**config.mk**
```make
export PLATFORM = sky130hd
export DESIGN_NAME = dtr_regs
export DESIGN_NICKNAME = d
export VERILOG_FILES = /design/src/dtr_pkg.sv /design/src/dtr_regs.sv
export SDC_FILE = /design/constraint.sdc
export NUM_CORES = 1
export LEC_CHECK = 0
export ABC_AREA = 0
export ABC_CLOCK_PERIOD_IN_PS = 7100
export BUFFER_PORTS_ARGS = -buffer_cell sky130_fd_sc_hd__buf_2
export CAP_MARGIN = 25
export CORE_UTILIZATION = 50
export DETAILED_ROUTE_END_ITERATION = 10
export PLACE_DENSITY = 0.83
export SYNTH_ARGS = -nofsm -noshare
export SYNTH_HDL_FRONTEND = slang
export SYNTH_SLANG_ARGS = --single-unit
```
**constraint.sdc**
```tcl
create_clock -name core_clk -period 7.1 [get_ports core_clk]
set_input_delay 0.71 -clock core_clk [delete_from_list [all_inputs] [get_ports core_clk]]
set_output_delay 0.71 -clock core_clk [all_outputs]
set_load 0.02 [all_outputs]
```
**src/dtr_pkg.sv**
```systemverilog
// Constants, field layout and carrier types of the serial input word decoder and trim registers.
// Assumes a single core clock domain; serial pins are synchronised inside the top module.
package dtr_pkg;
  localparam logic [5:0] FRAME_BITS = 6'h18;
  localparam logic [5:0] FRAME_BITS_CHECK = 6'h20;
  localparam int RW_BIT = 23;
  localparam int DEV_HI = 22;
  localparam int DEV_LO = 21;
  localparam int SEL_HI = 20;
  localparam int SEL_LO = 18;
  localparam int CH_HI = 17;
  localparam int CH_LO = 16;
  localparam int SUB_HI = 15;
  localparam int SUB_LO = 13;
  localparam int CTRL_DATA_HI = 12;
  localparam int CLR_EN_BIT = 2;
  localparam logic [2:0] SEL_DATA = 3'h0;
  localparam logic [2:0] SEL_GAIN_ONE = 3'h2;
  localparam logic [2:0] SEL_GAIN_ALL = 3'h3;
  localparam logic [2:0] SEL_OFFSET_ONE = 3'h4;
  localparam logic [2:0] SEL_OFFSET_ALL = 3'h5;
  localparam logic [2:0] SEL_CLEAR = 3'h6;
  localparam logic [2:0] SEL_CTRL = 3'h7;
  localparam logic [2:0] SUB_DAC_CTRL = 3'h2;
  localparam logic [15:0] GAIN_RST = 16'hffff;
  localparam logic [15:0] OFFSET_RST = 16'h8000;
  localparam logic [15:0] CLEAR_RST = 16'h0000;
  localparam logic [15:0] DATA_RST = 16'h0000;
  localparam logic [3:0] CLR_EN_RST = 4'h0;
  localparam logic [5:0] CNT_MAX = 6'h3f;

  typedef struct packed {
    logic valid;
    logic [2:0] sub_select;
    logic [1:0] channel_select;
    logic [12:0] data;
  } dtr_ctrl_wr_t;

  typedef struct packed {
    logic [2:0] sclk_s;
    logic [2:0] frame_s;
    logic [2:0] sdin_s;
    logic [2:0] clr_s;
    logic [2:0] strap_hi_s;
    logic [2:0] strap_lo_s;
    logic sclk_f;
    logic frame_f;
    logic sdin_f;
    logic clr_f;
    logic strap_hi_f;
    logic strap_lo_f;
    logic [31:0] shift;
    logic [5:0] cnt;
    logic [3:0][15:0] gain;
    logic [3:0][15:0] offset;
    logic [3:0][15:0] clear_code;
    logic [3:0][15:0] out_code;
    logic [3:0] clr_en;
    dtr_ctrl_wr_t ctrl;
  } dtr_state_t;
endpackage : dtr_pkg

```
**src/dtr_regs.sv**
```systemverilog
// Serial word capture, decode and per-channel trim, clear and output code registers.
// Assumes sclk, frame_sel_n, sdin, clear_n and straps are asynchronous pins; check_enable is core logic.
`timescale 1ns/1ps
`default_nettype none
module dtr_regs (
  input wire logic core_clk,
  input wire logic srst,
  input wire logic sclk,
  input wire logic frame_sel_n,
  input wire logic sdin,
  input wire logic clear_n,
  input wire logic addr_strap_high,
  input wire logic addr_strap_low,
  input wire logic check_enable,
  output logic [3:0][15:0] channel_output_code,
  output logic [3:0][15:0] channel_gain_trim,
  output logic [3:0][15:0] channel_offset_trim,
  output logic [3:0][15:0] channel_clear_value,
  output logic [3:0] clear_enable,
  output var dtr_pkg::dtr_ctrl_wr_t ctrl_write
);
  dtr_pkg::dtr_state_t s_reg;
  dtr_pkg::dtr_state_t s_next;

  // A change is accepted only once the second and third stages agree.
  function automatic logic filt(input logic [2:0] st, input logic cur);
    filt = (st[1] == st[2]) ? st[2] : cur;
  endfunction : filt

  function automatic logic [3:0] chan_mask(input logic all, input logic [1:0] ch);
    chan_mask = all ? 4'hf : (4'h1 << ch);
  endfunction : chan_mask

  logic sclk_fall;
  logic frame_end;
  logic [23:0] word;
  logic [5:0] need;
  logic frame_ok;
  logic [2:0] sel;
  logic [1:0] ch;
  logic [15:0] pay;
  logic clr_act;
  logic wr_data;
  logic wr_gain;
  logic wr_offset;
  logic wr_clear;
  logic wr_ctrl;

  assign sclk_fall = s_reg.sclk_f & ~filt(s_reg.sclk_s, s_reg.sclk_f);
  assign frame_end = ~s_reg.frame_f & filt(s_reg.frame_s, s_reg.frame_f);
  // With the check code enabled the command word is the first 24 bits; the code itself is not verified here.
  assign word = check_enable ? s_reg.shift[31:8] : s_reg.shift[23:0];
  assign need = check_enable ? dtr_pkg::FRAME_BITS_CHECK : dtr_pkg::FRAME_BITS;
  assign frame_ok = frame_end && (s_reg.cnt == need) && !word[dtr_pkg::RW_BIT]
    && (word[dtr_pkg::DEV_HI:dtr_pkg::DEV_LO] == {s_reg.strap_hi_f, s_reg.strap_lo_f});
  assign sel = word[dtr_pkg::SEL_HI:dtr_pkg::SEL_LO];
  assign ch = word[dtr_pkg::CH_HI:dtr_pkg::CH_LO];
  assign pay = word[15:0];
  assign clr_act = ~s_reg.clr_f;
  // These decode strobes feed only the checks below, so the write logic stays a single case.
  assign wr_data = frame_ok && (sel == dtr_pkg::SEL_DATA);
  assign wr_gain = frame_ok && ((sel == dtr_pkg::SEL_GAIN_ONE) || (sel == dtr_pkg::SEL_GAIN_ALL));
  assign wr_offset = frame_ok && ((sel == dtr_pkg::SEL_OFFSET_ONE) || (sel == dtr_pkg::SEL_OFFSET_ALL));
  assign wr_clear = frame_ok && (sel == dtr_pkg::SEL_CLEAR);
  assign wr_ctrl = frame_ok && (sel == dtr_pkg::SEL_CTRL);

  always_comb begin
    logic [3:0] m;
    s_next = s_reg;
    m = 4'h0;
    s_next.sclk_s = {s_reg.sclk_s[1:0], sclk};
    s_next.frame_s = {s_reg.frame_s[1:0], frame_sel_n};
    s_next.sdin_s = {s_reg.sdin_s[1:0], sdin};
    s_next.clr_s = {s_reg.clr_s[1:0], clear_n};
    s_next.strap_hi_s = {s_reg.strap_hi_s[1:0], addr_strap_high};
    s_next.strap_lo_s = {s_reg.strap_lo_s[1:0], addr_strap_low};
    s_next.sclk_f = filt(s_reg.sclk_s, s_reg.sclk_f);
    s_next.frame_f = filt(s_reg.frame_s, s_reg.frame_f);
    s_next.sdin_f = filt(s_reg.sdin_s, s_reg.sdin_f);
    s_next.clr_f = filt(s_reg.clr_s, s_reg.clr_f);
    s_next.strap_hi_f = filt(s_reg.strap_hi_s, s_reg.strap_hi_f);
    s_next.strap_lo_f = filt(s_reg.strap_lo_s, s_reg.strap_lo_f);
    s_next.ctrl.valid = 1'b0;
    if (s_reg.frame_f) begin
      s_next.cnt = 6'h00;
    end else if (sclk_fall) begin
      s_next.shift = {s_reg.shift[30:0], s_reg.sdin_f};
      if (s_reg.cnt != dtr_pkg::CNT_MAX) begin
        s_next.cnt = s_reg.cnt + 6'h01;
      end
    end
    if (frame_ok) begin
      unique case (sel)
        dtr_pkg::SEL_DATA: begin
          m = chan_mask(1'b0, ch);
          for (int i = 0; i < 4; i++) begin
            if (m[i]) begin
              s_next.out_code[i] = pay;
            end
          end
        end
        dtr_pkg::SEL_GAIN_ONE, dtr_pkg::SEL_GAIN_ALL: begin
          m = chan_mask(sel == dtr_pkg::SEL_GAIN_ALL, ch);
          for (int i = 0; i < 4; i++) begin
            if (m[i]) begin
              s_next.gain[i] = pay;
            end
          end
        end
        dtr_pkg::SEL_OFFSET_ONE, dtr_pkg::SEL_OFFSET_ALL: begin
          m = chan_mask(sel == dtr_pkg::SEL_OFFSET_ALL, ch);
          for (int i = 0; i < 4; i++) begin
            if (m[i]) begin
              s_next.offset[i] = pay;
            end
          end
        end
        dtr_pkg::SEL_CLEAR: begin
          s_next.clear_code[ch] = pay;
        end
        dtr_pkg::SEL_CTRL: begin
          s_next.ctrl.valid = 1'b1;
          s_next.ctrl.sub_select = word[dtr_pkg::SUB_HI:dtr_pkg::SUB_LO];
          s_next.ctrl.channel_select = ch;
          s_next.ctrl.data = word[dtr_pkg::CTRL_DATA_HI:0];
          if (word[dtr_pkg::SUB_HI:dtr_pkg::SUB_LO] == dtr_pkg::SUB_DAC_CTRL) begin
            s_next.clr_en[ch] = word[dtr_pkg::CLR_EN_BIT];
          end
        end
        default: begin
          m = 4'h0;
        end
      endcase
    end
    // Clear is a level: while it is held, enabled channels keep their clear value over any data write.
    for (int i = 0; i < 4; i++) begin
      if (clr_act && s_reg.clr_en[i]) begin
        s_next.out_code[i] = s_reg.clear_code[i];
      end
    end
  end

  always_ff @(posedge core_clk) begin
    if (srst) begin
      s_reg <= '0;
      s_reg.sclk_s <= 3'h7;
      s_reg.sclk_f <= 1'b1;
      s_reg.frame_s <= 3'h7;
      s_reg.frame_f <= 1'b1;
      s_reg.clr_s <= 3'h7;
      s_reg.clr_f <= 1'b1;
      s_reg.gain <= {4{dtr_pkg::GAIN_RST}};
      s_reg.offset <= {4{dtr_pkg::OFFSET_RST}};
      s_reg.clear_code <= {4{dtr_pkg::CLEAR_RST}};
      s_reg.out_code <= {4{dtr_pkg::DATA_RST}};
      s_reg.clr_en <= dtr_pkg::CLR_EN_RST;
    end else begin
      s_reg <= s_next;
    end
  end

  assign channel_output_code = s_reg.out_code;
  assign channel_gain_trim = s_reg.gain;
  assign channel_offset_trim = s_reg.offset;
  assign channel_clear_value = s_reg.clear_code;
  assign clear_enable = s_reg.clr_en;
  assign ctrl_write = s_reg.ctrl;

  AST_GAIN_RST: assert property (@(posedge core_clk) disable iff (srst)
    $fell(srst) |-> (s_reg.gain == {4{dtr_pkg::GAIN_RST}})) else $error("gain trim not all ones after reset");
  AST_OFFSET_RST: assert property (@(posedge core_clk) disable iff (srst)
    $fell(srst) |-> (s_reg.offset == {4{dtr_pkg::OFFSET_RST}})) else $error("offset trim not mid-scale after reset");
  AST_CLEAR_RST: assert property (@(posedge core_clk) disable iff (srst)
    $fell(srst) |-> (s_reg.clear_code == {4{dtr_pkg::CLEAR_RST}})) else $error("clear value not zero after reset");
  AST_GAIN_ONE: assert property (@(posedge core_clk) disable iff (srst)
    (frame_ok && sel == dtr_pkg::SEL_GAIN_ONE) |=>
    (s_reg.gain[$past(ch)] == $past(pay)) && (s_reg.gain[$past(ch) + 2'd1] == $past(s_reg.gain[ch + 2'd1])))
    else $error("single gain write wrong");
  AST_GAIN_ALL: assert property (@(posedge core_clk) disable iff (srst)
    (frame_ok && sel == dtr_pkg::SEL_GAIN_ALL) |=> (s_reg.gain == {4{$past(pay)}}))
    else $error("broadcast gain write wrong");
  AST_OFFSET_ONE: assert property (@(posedge core_clk) disable iff (srst)
    (frame_ok && sel == dtr_pkg::SEL_OFFSET_ONE) |=>
    (s_reg.offset[$past(ch)] == $past(pay)) && (s_reg.offset[$past(ch) + 2'd2] == $past(s_reg.offset[ch + 2'd2])))
    else $error("single offset write wrong");
  AST_OFFSET_ALL: assert property (@(posedge core_clk) disable iff (srst)
    (frame_ok && sel == dtr_pkg::SEL_OFFSET_ALL) |=> (s_reg.offset == {4{$past(pay)}}))
    else $error("broadcast offset write wrong");
  AST_CLEAR_CODE: assert property (@(posedge core_clk) disable iff (srst)
    (frame_ok && sel == dtr_pkg::SEL_CLEAR) |=> (s_reg.clear_code[$past(ch)] == $past(pay)))
    else $error("clear value write wrong");
  AST_CTRL: assert property (@(posedge core_clk) disable iff (srst)
    (frame_ok && sel == dtr_pkg::SEL_CTRL) |=> ctrl_write.valid ##1 !ctrl_write.valid)
    else $error("control write pulse wrong");
  AST_DATA: assert property (@(posedge core_clk) disable iff (srst)
    (frame_ok && sel == dtr_pkg::SEL_DATA && !(clr_act && s_reg.clr_en[ch])) |=>
    (s_reg.out_code[$past(ch)] == $past(pay))) else $error("output code write wrong");
  AST_PARTIAL: assert property (@(posedge core_clk) disable iff (srst)
    (frame_end && s_reg.cnt != need) |=> ($stable(s_reg.gain) && $stable(s_reg.offset) && $stable(s_reg.clear_code)))
    else $error("partial frame changed a register");
  AST_STRAP: assert property (@(posedge core_clk) disable iff (srst)
    (frame_end && word[dtr_pkg::DEV_HI:dtr_pkg::DEV_LO] != {s_reg.strap_hi_f, s_reg.strap_lo_f}) |=>
    ($stable(s_reg.gain) && $stable(s_reg.offset) && !ctrl_write.valid)) else $error("frame for other device acted on");
  AST_CLR_FORCE: assert property (@(posedge core_clk) disable iff (srst)
    (clr_act && s_reg.clr_en[0]) |=> (s_reg.out_code[0] == $past(s_reg.clear_code[0])))
    else $error("enabled channel not forced to clear value");

  AST_CLR_FORCE_B: assert property (@(posedge core_clk) disable iff (srst)
    (clr_act && s_reg.clr_en[1]) |=> (s_reg.out_code[1] == $past(s_reg.clear_code[1])))
    else $error("enabled channel B not forced to clear value");
  AST_CLR_FORCE_C: assert property (@(posedge core_clk) disable iff (srst)
    (clr_act && s_reg.clr_en[2]) |=> (s_reg.out_code[2] == $past(s_reg.clear_code[2])))
    else $error("enabled channel C not forced to clear value");
  AST_CLR_FORCE_D: assert property (@(posedge core_clk) disable iff (srst)
    (clr_act && s_reg.clr_en[3]) |=> (s_reg.out_code[3] == $past(s_reg.clear_code[3])))
    else $error("enabled channel D not forced to clear value");

  AST_GAIN_ONE_NB2: assert property (@(posedge core_clk) disable iff (srst)
    (frame_ok && sel == dtr_pkg::SEL_GAIN_ONE) |=> (s_reg.gain[$past(ch) + 2'd2] == $past(s_reg.gain[ch + 2'd2])))
    else $error("single gain write touched another channel");
  AST_GAIN_ONE_NB3: assert property (@(posedge core_clk) disable iff (srst)
    (frame_ok && sel == dtr_pkg::SEL_GAIN_ONE) |=> (s_reg.gain[$past(ch) + 2'd3] == $past(s_reg.gain[ch + 2'd3])))
    else $error("single gain write touched another channel");
  AST_OFFSET_ONE_NB1: assert property (@(posedge core_clk) disable iff (srst)
    (frame_ok && sel == dtr_pkg::SEL_OFFSET_ONE) |=> (s_reg.offset[$past(ch) + 2'd1] == $past(s_reg.offset[ch + 2'd1])))
    else $error("single offset write touched another channel");
  AST_OFFSET_ONE_NB3: assert property (@(posedge core_clk) disable iff (srst)
    (frame_ok && sel == dtr_pkg::SEL_OFFSET_ONE) |=> (s_reg.offset[$past(ch) + 2'd3] == $past(s_reg.offset[ch + 2'd3])))
    else $error("single offset write touched another channel");

  AST_CLEAR_NB1: assert property (@(posedge core_clk) disable iff (srst)
    wr_clear |=> (s_reg.clear_code[$past(ch) + 2'd1] == $past(s_reg.clear_code[ch + 2'd1])))
    else $error("clear value write touched another channel");
  AST_CLEAR_NB2: assert property (@(posedge core_clk) disable iff (srst)
    wr_clear |=> (s_reg.clear_code[$past(ch) + 2'd2] == $past(s_reg.clear_code[ch + 2'd2])))
    else $error("clear value write touched another channel");
  AST_CLEAR_NB3: assert property (@(posedge core_clk) disable iff (srst)
    wr_clear |=> (s_reg.clear_code[$past(ch) + 2'd3] == $past(s_reg.clear_code[ch + 2'd3])))
    else $error("clear value write touched another channel");

  AST_DATA_NB1: assert property (@(posedge core_clk) disable iff (srst)
    (wr_data && !clr_act) |=> (s_reg.out_code[$past(ch) + 2'd1] == $past(s_reg.out_code[ch + 2'd1])))
    else $error("output code write touched another channel");
  AST_DATA_NB2: assert property (@(posedge core_clk) disable iff (srst)
    (wr_data && !clr_act) |=> (s_reg.out_code[$past(ch) + 2'd2] == $past(s_reg.out_code[ch + 2'd2])))
    else $error("output code write touched another channel");
  AST_DATA_NB3: assert property (@(posedge core_clk) disable iff (srst)
    (wr_data && !clr_act) |=> (s_reg.out_code[$past(ch) + 2'd3] == $past(s_reg.out_code[ch + 2'd3])))
    else $error("output code write touched another channel");
  AST_DATA_HOLD: assert property (@(posedge core_clk) disable iff (srst)
    (!wr_data && !clr_act) |=> $stable(s_reg.out_code))
    else $error("output code changed without a write or clear");
  AST_CLR_WINS: assert property (@(posedge core_clk) disable iff (srst)
    (wr_data && clr_act && s_reg.clr_en[ch]) |=> (s_reg.out_code[$past(ch)] == $past(s_reg.clear_code[ch])))
    else $error("data write overrode an active clear");

  AST_GAIN_HOLD: assert property (@(posedge core_clk) disable iff (srst)
    !wr_gain |=> $stable(s_reg.gain))
    else $error("gain trim changed without a complete gain frame");
  AST_OFFSET_HOLD: assert property (@(posedge core_clk) disable iff (srst)
    !wr_offset |=> $stable(s_reg.offset))
    else $error("offset trim changed without a complete offset frame");
  AST_CLEAR_HOLD: assert property (@(posedge core_clk) disable iff (srst)
    !wr_clear |=> $stable(s_reg.clear_code))
    else $error("clear value changed without a complete clear frame");

  AST_CLR_EN_HOLD: assert property (@(posedge core_clk) disable iff (srst)
    !(wr_ctrl && (word[dtr_pkg::SUB_HI:dtr_pkg::SUB_LO] == dtr_pkg::SUB_DAC_CTRL)) |=> $stable(s_reg.clr_en))
    else $error("clear enable changed without a channel control frame");
  AST_CLR_EN_WRITE: assert property (@(posedge core_clk) disable iff (srst)
    (wr_ctrl && (word[dtr_pkg::SUB_HI:dtr_pkg::SUB_LO] == dtr_pkg::SUB_DAC_CTRL)) |=> (s_reg.clr_en[$past(ch)] == $past(word[dtr_pkg::CLR_EN_BIT])))
    else $error("clear enable not taken from channel control frame");
  AST_CTRL_FIELDS: assert property (@(posedge core_clk) disable iff (srst)
    wr_ctrl |=> (ctrl_write.sub_select == $past(word[dtr_pkg::SUB_HI:dtr_pkg::SUB_LO]))
    && (ctrl_write.channel_select == $past(ch)) && (ctrl_write.data == $past(word[dtr_pkg::CTRL_DATA_HI:0])))
    else $error("control write fields wrong");
  AST_CTRL_ONLY: assert property (@(posedge core_clk) disable iff (srst)
    ctrl_write.valid |-> $past(wr_ctrl))
    else $error("control write pulse without a control frame");
  AST_CTRL_HOLD: assert property (@(posedge core_clk) disable iff (srst)
    !wr_ctrl |=> ($stable(ctrl_write.sub_select) && $stable(ctrl_write.channel_select)
    && $stable(ctrl_write.data)))
    else $error("control write fields changed without a control frame");
  AST_CTRL_NO_TRIM: assert property (@(posedge core_clk) disable iff (srst)
    wr_ctrl |=> ($stable(s_reg.gain) && $stable(s_reg.offset) && $stable(s_reg.clear_code)))
    else $error("control frame changed a trim register");

  AST_READ_IGNORED: assert property (@(posedge core_clk) disable iff (srst)
    (frame_end && (s_reg.cnt == need) && word[dtr_pkg::RW_BIT]) |=>
    ($stable(s_reg.gain) && $stable(s_reg.offset) && $stable(s_reg.clear_code) && !ctrl_write.valid))
    else $error("read frame acted on");
  AST_SEL_UNUSED: assert property (@(posedge core_clk) disable iff (srst)
    (frame_ok && sel == 3'h1) |=> ($stable(s_reg.gain) && $stable(s_reg.offset) && $stable(s_reg.clear_code) && !ctrl_write.valid))
    else $error("unused register select acted on");

  AST_DATA_RST: assert property (@(posedge core_clk) disable iff (srst)
    $fell(srst) |-> (s_reg.out_code == {4{dtr_pkg::DATA_RST}}))
    else $error("output code not zero after reset");
  AST_CLR_EN_RST: assert property (@(posedge core_clk) disable iff (srst)
    $fell(srst) |-> (s_reg.clr_en == dtr_pkg::CLR_EN_RST))
    else $error("clear enable not off after reset");
  AST_CTRL_RST: assert property (@(posedge core_clk) disable iff (srst)
    $fell(srst) |-> !ctrl_write.valid)
    else $error("control write pulse right after reset");

  AST_CNT_IDLE: assert property (@(posedge core_clk) disable iff (srst)
    s_reg.frame_f |=> (s_reg.cnt == 6'h00))
    else $error("bit count not cleared between frames");
  AST_SHIFT_IN: assert property (@(posedge core_clk) disable iff (srst)
    (sclk_fall && !s_reg.frame_f) |=> (s_reg.shift[0] == $past(s_reg.sdin_f)))
    else $error("serial bit not shifted in");
  AST_CNT_STEP: assert property (@(posedge core_clk) disable iff (srst)
    (sclk_fall && !s_reg.frame_f && s_reg.cnt != dtr_pkg::CNT_MAX) |=> (s_reg.cnt == $past(s_reg.cnt) + 6'h01))
    else $error("bit count did not advance");
  AST_CNT_SAT: assert property (@(posedge core_clk) disable iff (srst)
    (sclk_fall && !s_reg.frame_f && s_reg.cnt == dtr_pkg::CNT_MAX) |=> (s_reg.cnt == dtr_pkg::CNT_MAX))
    else $error("bit count wrapped");
  AST_FRAME_PULSE: assert property (@(posedge core_clk) disable iff (srst)
    frame_ok |=> !frame_ok)
    else $error("frame accepted twice");

  AST_SCLK_FILT: assert property (@(posedge core_clk) disable iff (srst)
    (s_reg.sclk_s[2] != s_reg.sclk_s[1]) |=> $stable(s_reg.sclk_f))
    else $error("serial clock taken before stages agree");
  AST_SCLK_TAKE: assert property (@(posedge core_clk) disable iff (srst)
    (s_reg.sclk_s[2] == s_reg.sclk_s[1]) |=> (s_reg.sclk_f == $past(s_reg.sclk_s[2])))
    else $error("serial clock not taken once stages agree");
  AST_SDIN_FILT: assert property (@(posedge core_clk) disable iff (srst)
    (s_reg.sdin_s[2] != s_reg.sdin_s[1]) |=> $stable(s_reg.sdin_f))
    else $error("serial data taken before stages agree");
  AST_FRAME_FILT: assert property (@(posedge core_clk) disable iff (srst)
    (s_reg.frame_s[2] != s_reg.frame_s[1]) |=> $stable(s_reg.frame_f))
    else $error("frame select taken before stages agree");
  AST_CLR_FILT: assert property (@(posedge core_clk) disable iff (srst)
    (s_reg.clr_s[2] != s_reg.clr_s[1]) |=> $stable(s_reg.clr_f))
    else $error("clear pin taken before stages agree");
  AST_STRAP_HI_FILT: assert property (@(posedge core_clk) disable iff (srst)
    (s_reg.strap_hi_s[2] != s_reg.strap_hi_s[1]) |=> $stable(s_reg.strap_hi_f))
    else $error("high strap taken before stages agree");
  AST_STRAP_LO_FILT: assert property (@(posedge core_clk) disable iff (srst)
    (s_reg.strap_lo_s[2] != s_reg.strap_lo_s[1]) |=> $stable(s_reg.strap_lo_f))
    else $error("low strap taken before stages agree");
endmodule : dtr_regs
`default_nettype wire

```
# After elaboration in Yosys (flattened, before gate mapping)
# Cells that the tools add are included.
# classes
addsub	1
n_lt_le_gt_ge	2
n_eq_ne	16
shift	1
muxes	24
bitwise_logic	6
reduce_logical	43
# ops
op	count
$mux 16	9
$mux 87	1
$bwmux 64	1
$mux 64	1
$reduce_and 3->1	13
$demux 16 s2	1
$mux 24	1
$reduce_bool 2->1	12
$mux 23	1
$eq 3x3->1 const B	4
$mux 4	3
$eq 3x2->1 const B	3
$logic_and 1x1->1	8
$reduce_and 2->1	4
$reduce_or 2->1	4
$add 6x1->6 const B	1
$eq 1x1->1	6
$eq 6x6->1	1
$mux 6	1
$ne 6x6->1 const B	1
$bwmux 4	1
$not 1->1	4
$shl 1x2->4 const A	1
$logic_not 3->1	1
other kinds (7)	10
# word_totals
ff_bits	341
out_inout_bits	279

# Longest topological paths before layout
# logic_depth
depth_word	10
mapped_depth	9

# Worst setup path before layout
# OpenSTA, ideal clock, no wires.
# synth_timing
path_kind	input -> register
from	in check_enable
to	reg s_reg (netlist bit channel_output_code[53])
setup_ps	119
arrival_ps	2369
required_time_ps	6981
setup_slack_ps	4612
path_stages	6
n_path_buf	1
cell_sequence	mux2i_1 -> xnor2_1 -> nor4b_4 -> nand4_1 -> clkbuf_1 -> o221a_2
# synth_between
elab_chain_len	7
# synth_rtl
element	line_no	text
start, declared	dtr_regs.sv:14	input wire logic check_enable,
$mux 6	dtr_regs.sv:53	assign need = check_enable ? dtr_pkg::FRAME_BITS_CHECK : dtr_pkg::FRAME_BITS;
$eq 6x6->1	dtr_regs.sv:54	assign frame_ok = frame_end && (s_reg.cnt == need) && !word[dtr_pkg::RW_BIT]
$logic_and 1x1->1 (2 in series)	dtr_regs.sv:54	
$logic_and 1x1->1	dtr_regs.sv:55	&& (word[dtr_pkg::DEV_HI:dtr_pkg::DEV_LO] == {s_reg.strap_hi_f, s_reg.strap_lo_f});
$reduce_bool 2->1 (no line)	n/a	
$reduce_and 3->1 (no line)	n/a	
end signal, assigned	dtr_regs.sv:158	s_reg <= s_next;
end, declared	dtr_regs.sv:22	dtr_pkg::dtr_state_t s_reg;
# Parallel ways exist; a longest one is shown, timed or not. The select of a mux whose other input is x is not followed.
# A chain may end at the register's enable or synchronous reset.

# Final worst setup path
# layout_timing
from	in check_enable
to	reg s_reg (netlist bit channel_output_code[57])
# The elaborated chain is that of the path after synthesis.

==> run_results.csv <==
group,metric,value,unit
drt,wl,42720,um
global_route,grt_pass1_wl,63310,um
setup_path,worst_ep_arrival_time,3.91,ns
drt,vias,11170,
synth,yosys.area.top_type,"dfxtp_1",
synth,syn-num-nets,1659,
setup_path,crit_required,7.50,ns
synth,synthFlopType,"dfxtp_1",
die,num_rows,63,
global_route,grt_overflow,0,
synth,synth_most_common_cell,"dfxtp_1",
cts,cts_tree,"built",
timing,drv_slew,0,
global_route,met2_usage,0.4469,
die,dieArea,31100,sq um
synth,synthDominantCellAreaShare,0.4492,
die,core_area,29800,sq um
cts,cts_setup_buffers,0,
synth,ys_async_sr_fraction,0,
setup_path,cp-start-kind,"primary input",
cts,clkLatencyLatePin,0.52,ns
placed_design,io_buffers,287,
status,status,"finished, final reports clean",
min_path,hp-class,"primary input to flip-flop",
cts,clockBufferDepth,3,
placed_design,dpl_cell_area,14730,sq um
cts,clockRootBuffer,"clkbuf_16",
timing,finalSetupViolCount,0,
cts,cts_buffers,37,
synth,ys_seq_area_frac,0.4492,
power_and_ir_drop,leakagePower,7.948,nW
global_route,grt_use_met1,0.3210,
synth,ys_top_cells_by_area,"dfxtp_1 45%, buf_4 14%, mux2i_1 13%",
placed_design,place_congestion,0.9175,
synth,yosysWarningCount,0,
placed_design,hpwl,28760,um
cells_and_area,drive_gt1_frac,0.2729,
global_route,grtUsageMet3,0.07429,
global_route,globalRouteTotalUtil,0.2684,
drt,wl_per_cell,21.06,um
timing,skew,0.01211,ns
drt,drt_iter0_markers,803,
drt,viasPerCell,5.509,
cells_and_area,num_antenna_cells,0,
global_route,grt_pass1_vias,10700,
die,die_h,176.3,um
cells_and_area,fin_nets,1623,
power_and_ir_drop,p_per_area,248.8,nW/um^2
cells_and_area,final_core_util,0.5381,
cts,path_clk_slew,0.06,ns
drt,drc_errors,0,
cts,postCtsHoldBufs,0,
die,io_pins,288,
die,dieWidth,176.3,um
setup_path,critPathMaxFanout,41,
global_route,antenna_found_initial,0,
synth,avgSynthCellArea,9.222,sq um
drt,postRouteAntennaNets,0,
synth,synth-seq-cells,341,
synth,synthesis.area,15200,sq um
synth,synth_edf_count,0,
timing,fmax,284.9,MHz
die,start_util,0.5100,
synth,synth_cell_types,51,
cells_and_area,fin_area,16030,sq um
cells_and_area,instances_no_fill,2028,
timing,period_share,0.4944,
cts,cts.sinks,341,
run,cap_violations,0,
setup_path,crit_path_end_kind,"flip-flop",
cts,post_cts_resized,0,
timing,min_period,3.510,ns
timing,hold_violations,0,
setup_path,worst-setup-path-type,"primary input to flip-flop",
global_route,grt_busiest_layer,"met2",
drt,drt_first_pass_iters,7,
cts,cts.htree.levels,2,
timing,rsz0062_at_grt,"no",
placed_design,placed_cells,1961,
timing,setup_tns,0,ns
synth,synthCells,1648,
synth,yosys-top-cells-count,"341 x dfxtp_1, 282 x buf_4, 242 x nand2_1, 202 x mux2i_1, 190 x nor2_1",
timing,worstMarginPinSlew,1.024,ns
power_and_ir_drop,peakVddDrop,0.0001919,V
timing,slew_headroom,0.3153,
global_route,grt_max_degree,100,
cells_and_area,syn2layout_area_growth,5.508,%
-- metal layers --
layer / vias to the layer above / part of all wire
met5: - / 0
met4: 0 / 0.043
met3: 110 / 0.094
met2: 513 / 0.47
met1: 5330 / 0.40
li1: 5220 / -
-- power breakdown --
part | internal [mW] | switching, mW
Clock | 1.22 | 0.785
Sequential | 1.92 | 0.00215
Combinational | 0.0167 | 0.0520
Total | 3.15 | 0.839
-- cells in the final DEF (no fill, tap or decap), types with 3 or more instances in the layout --
cell type / count
mux2_2: 16
mux2i_1: 202
nor4_1: 5
or2_2: 14
o221ai_1: 18
nor2_1: 190
nand4_1: 8
nor2b_1: 9
clkinv_2: 6
buf_4: 6
nand2_1: 242
nor3b_1: 3
clkbuf_1: 5
clkbuf_16: 37
nand3_1: 50
a21oi_1: 59
clkinv_4: 3
buf_2: 286
bufinv_16: 5
inv_1: 4
and3b_1: 3
dfxtp_1: 341
xnor2_1: 4
o22ai_1: 3
xor2_1: 5
nand4_2: 8
clkbuf_8: 7
and3_1: 4
o221a_2: 45
o21ai_0: 9
-- logic make-up after synthesis --
group	Yosys count	share of synthesized area
AND/OR/NAND/NOR	555	0.1609
buffers and inverters	376	0.1639
flip-flops	341	0.4492
multiplexers	218	0.1449
AO/OA/AOI/OAI	147	0.07426
XOR/XNOR	9	0.005187
adder cells (fa/ha/maj)	2	0.001646
-- path summary, 6_finish.rpt --
path	startpoint	end	slack (ns)	cells after the start
worst max-delay path	check_enable	channel_output_code[57]	3.59	6
worst min-delay path	frame_sel_n	s_next[336]	0.38	2
worst max register to register	s_reg[282]	channel_clear_value[55]	3.99	5
worst min register to register	s_next[339]	s_next[340]	0.41	1
-- critical path, stage by stage --
cell and delay (ns):
buf_2 0.61, mux2i_1 0.39, xnor2_1 0.30, nor4b_4 0.57, nand4_1 0.74, o221a_2 0.56
-- per-stage QoR --
stage / total power [mW] / setup slack [ns] / hold slack (ns)
after floorplan: 2.014 / 4.612 / 0.3895
after global placement: 2.029 / 2.518 / 0.3970
after detailed placement: 2.030 / 2.393 / 0.3957
after CTS: 4.015 / 2.925 / 0.3691
after global routing: 4.103 / 3.314 / 0.3733
final: 3.990 / 3.590 / 0.3780
-- area by class of cell --
type	count	area, sq um
clock buffer	49	1041
timing repair buffer	296	1545
multi-input combinational	931	5888
inverter	5	21.27
sequential	341	6827
tap	390	488.0
fill	2636	13760
clock inverter	16	224.0
No activity file was read; power rests on OpenSTA's default activity.
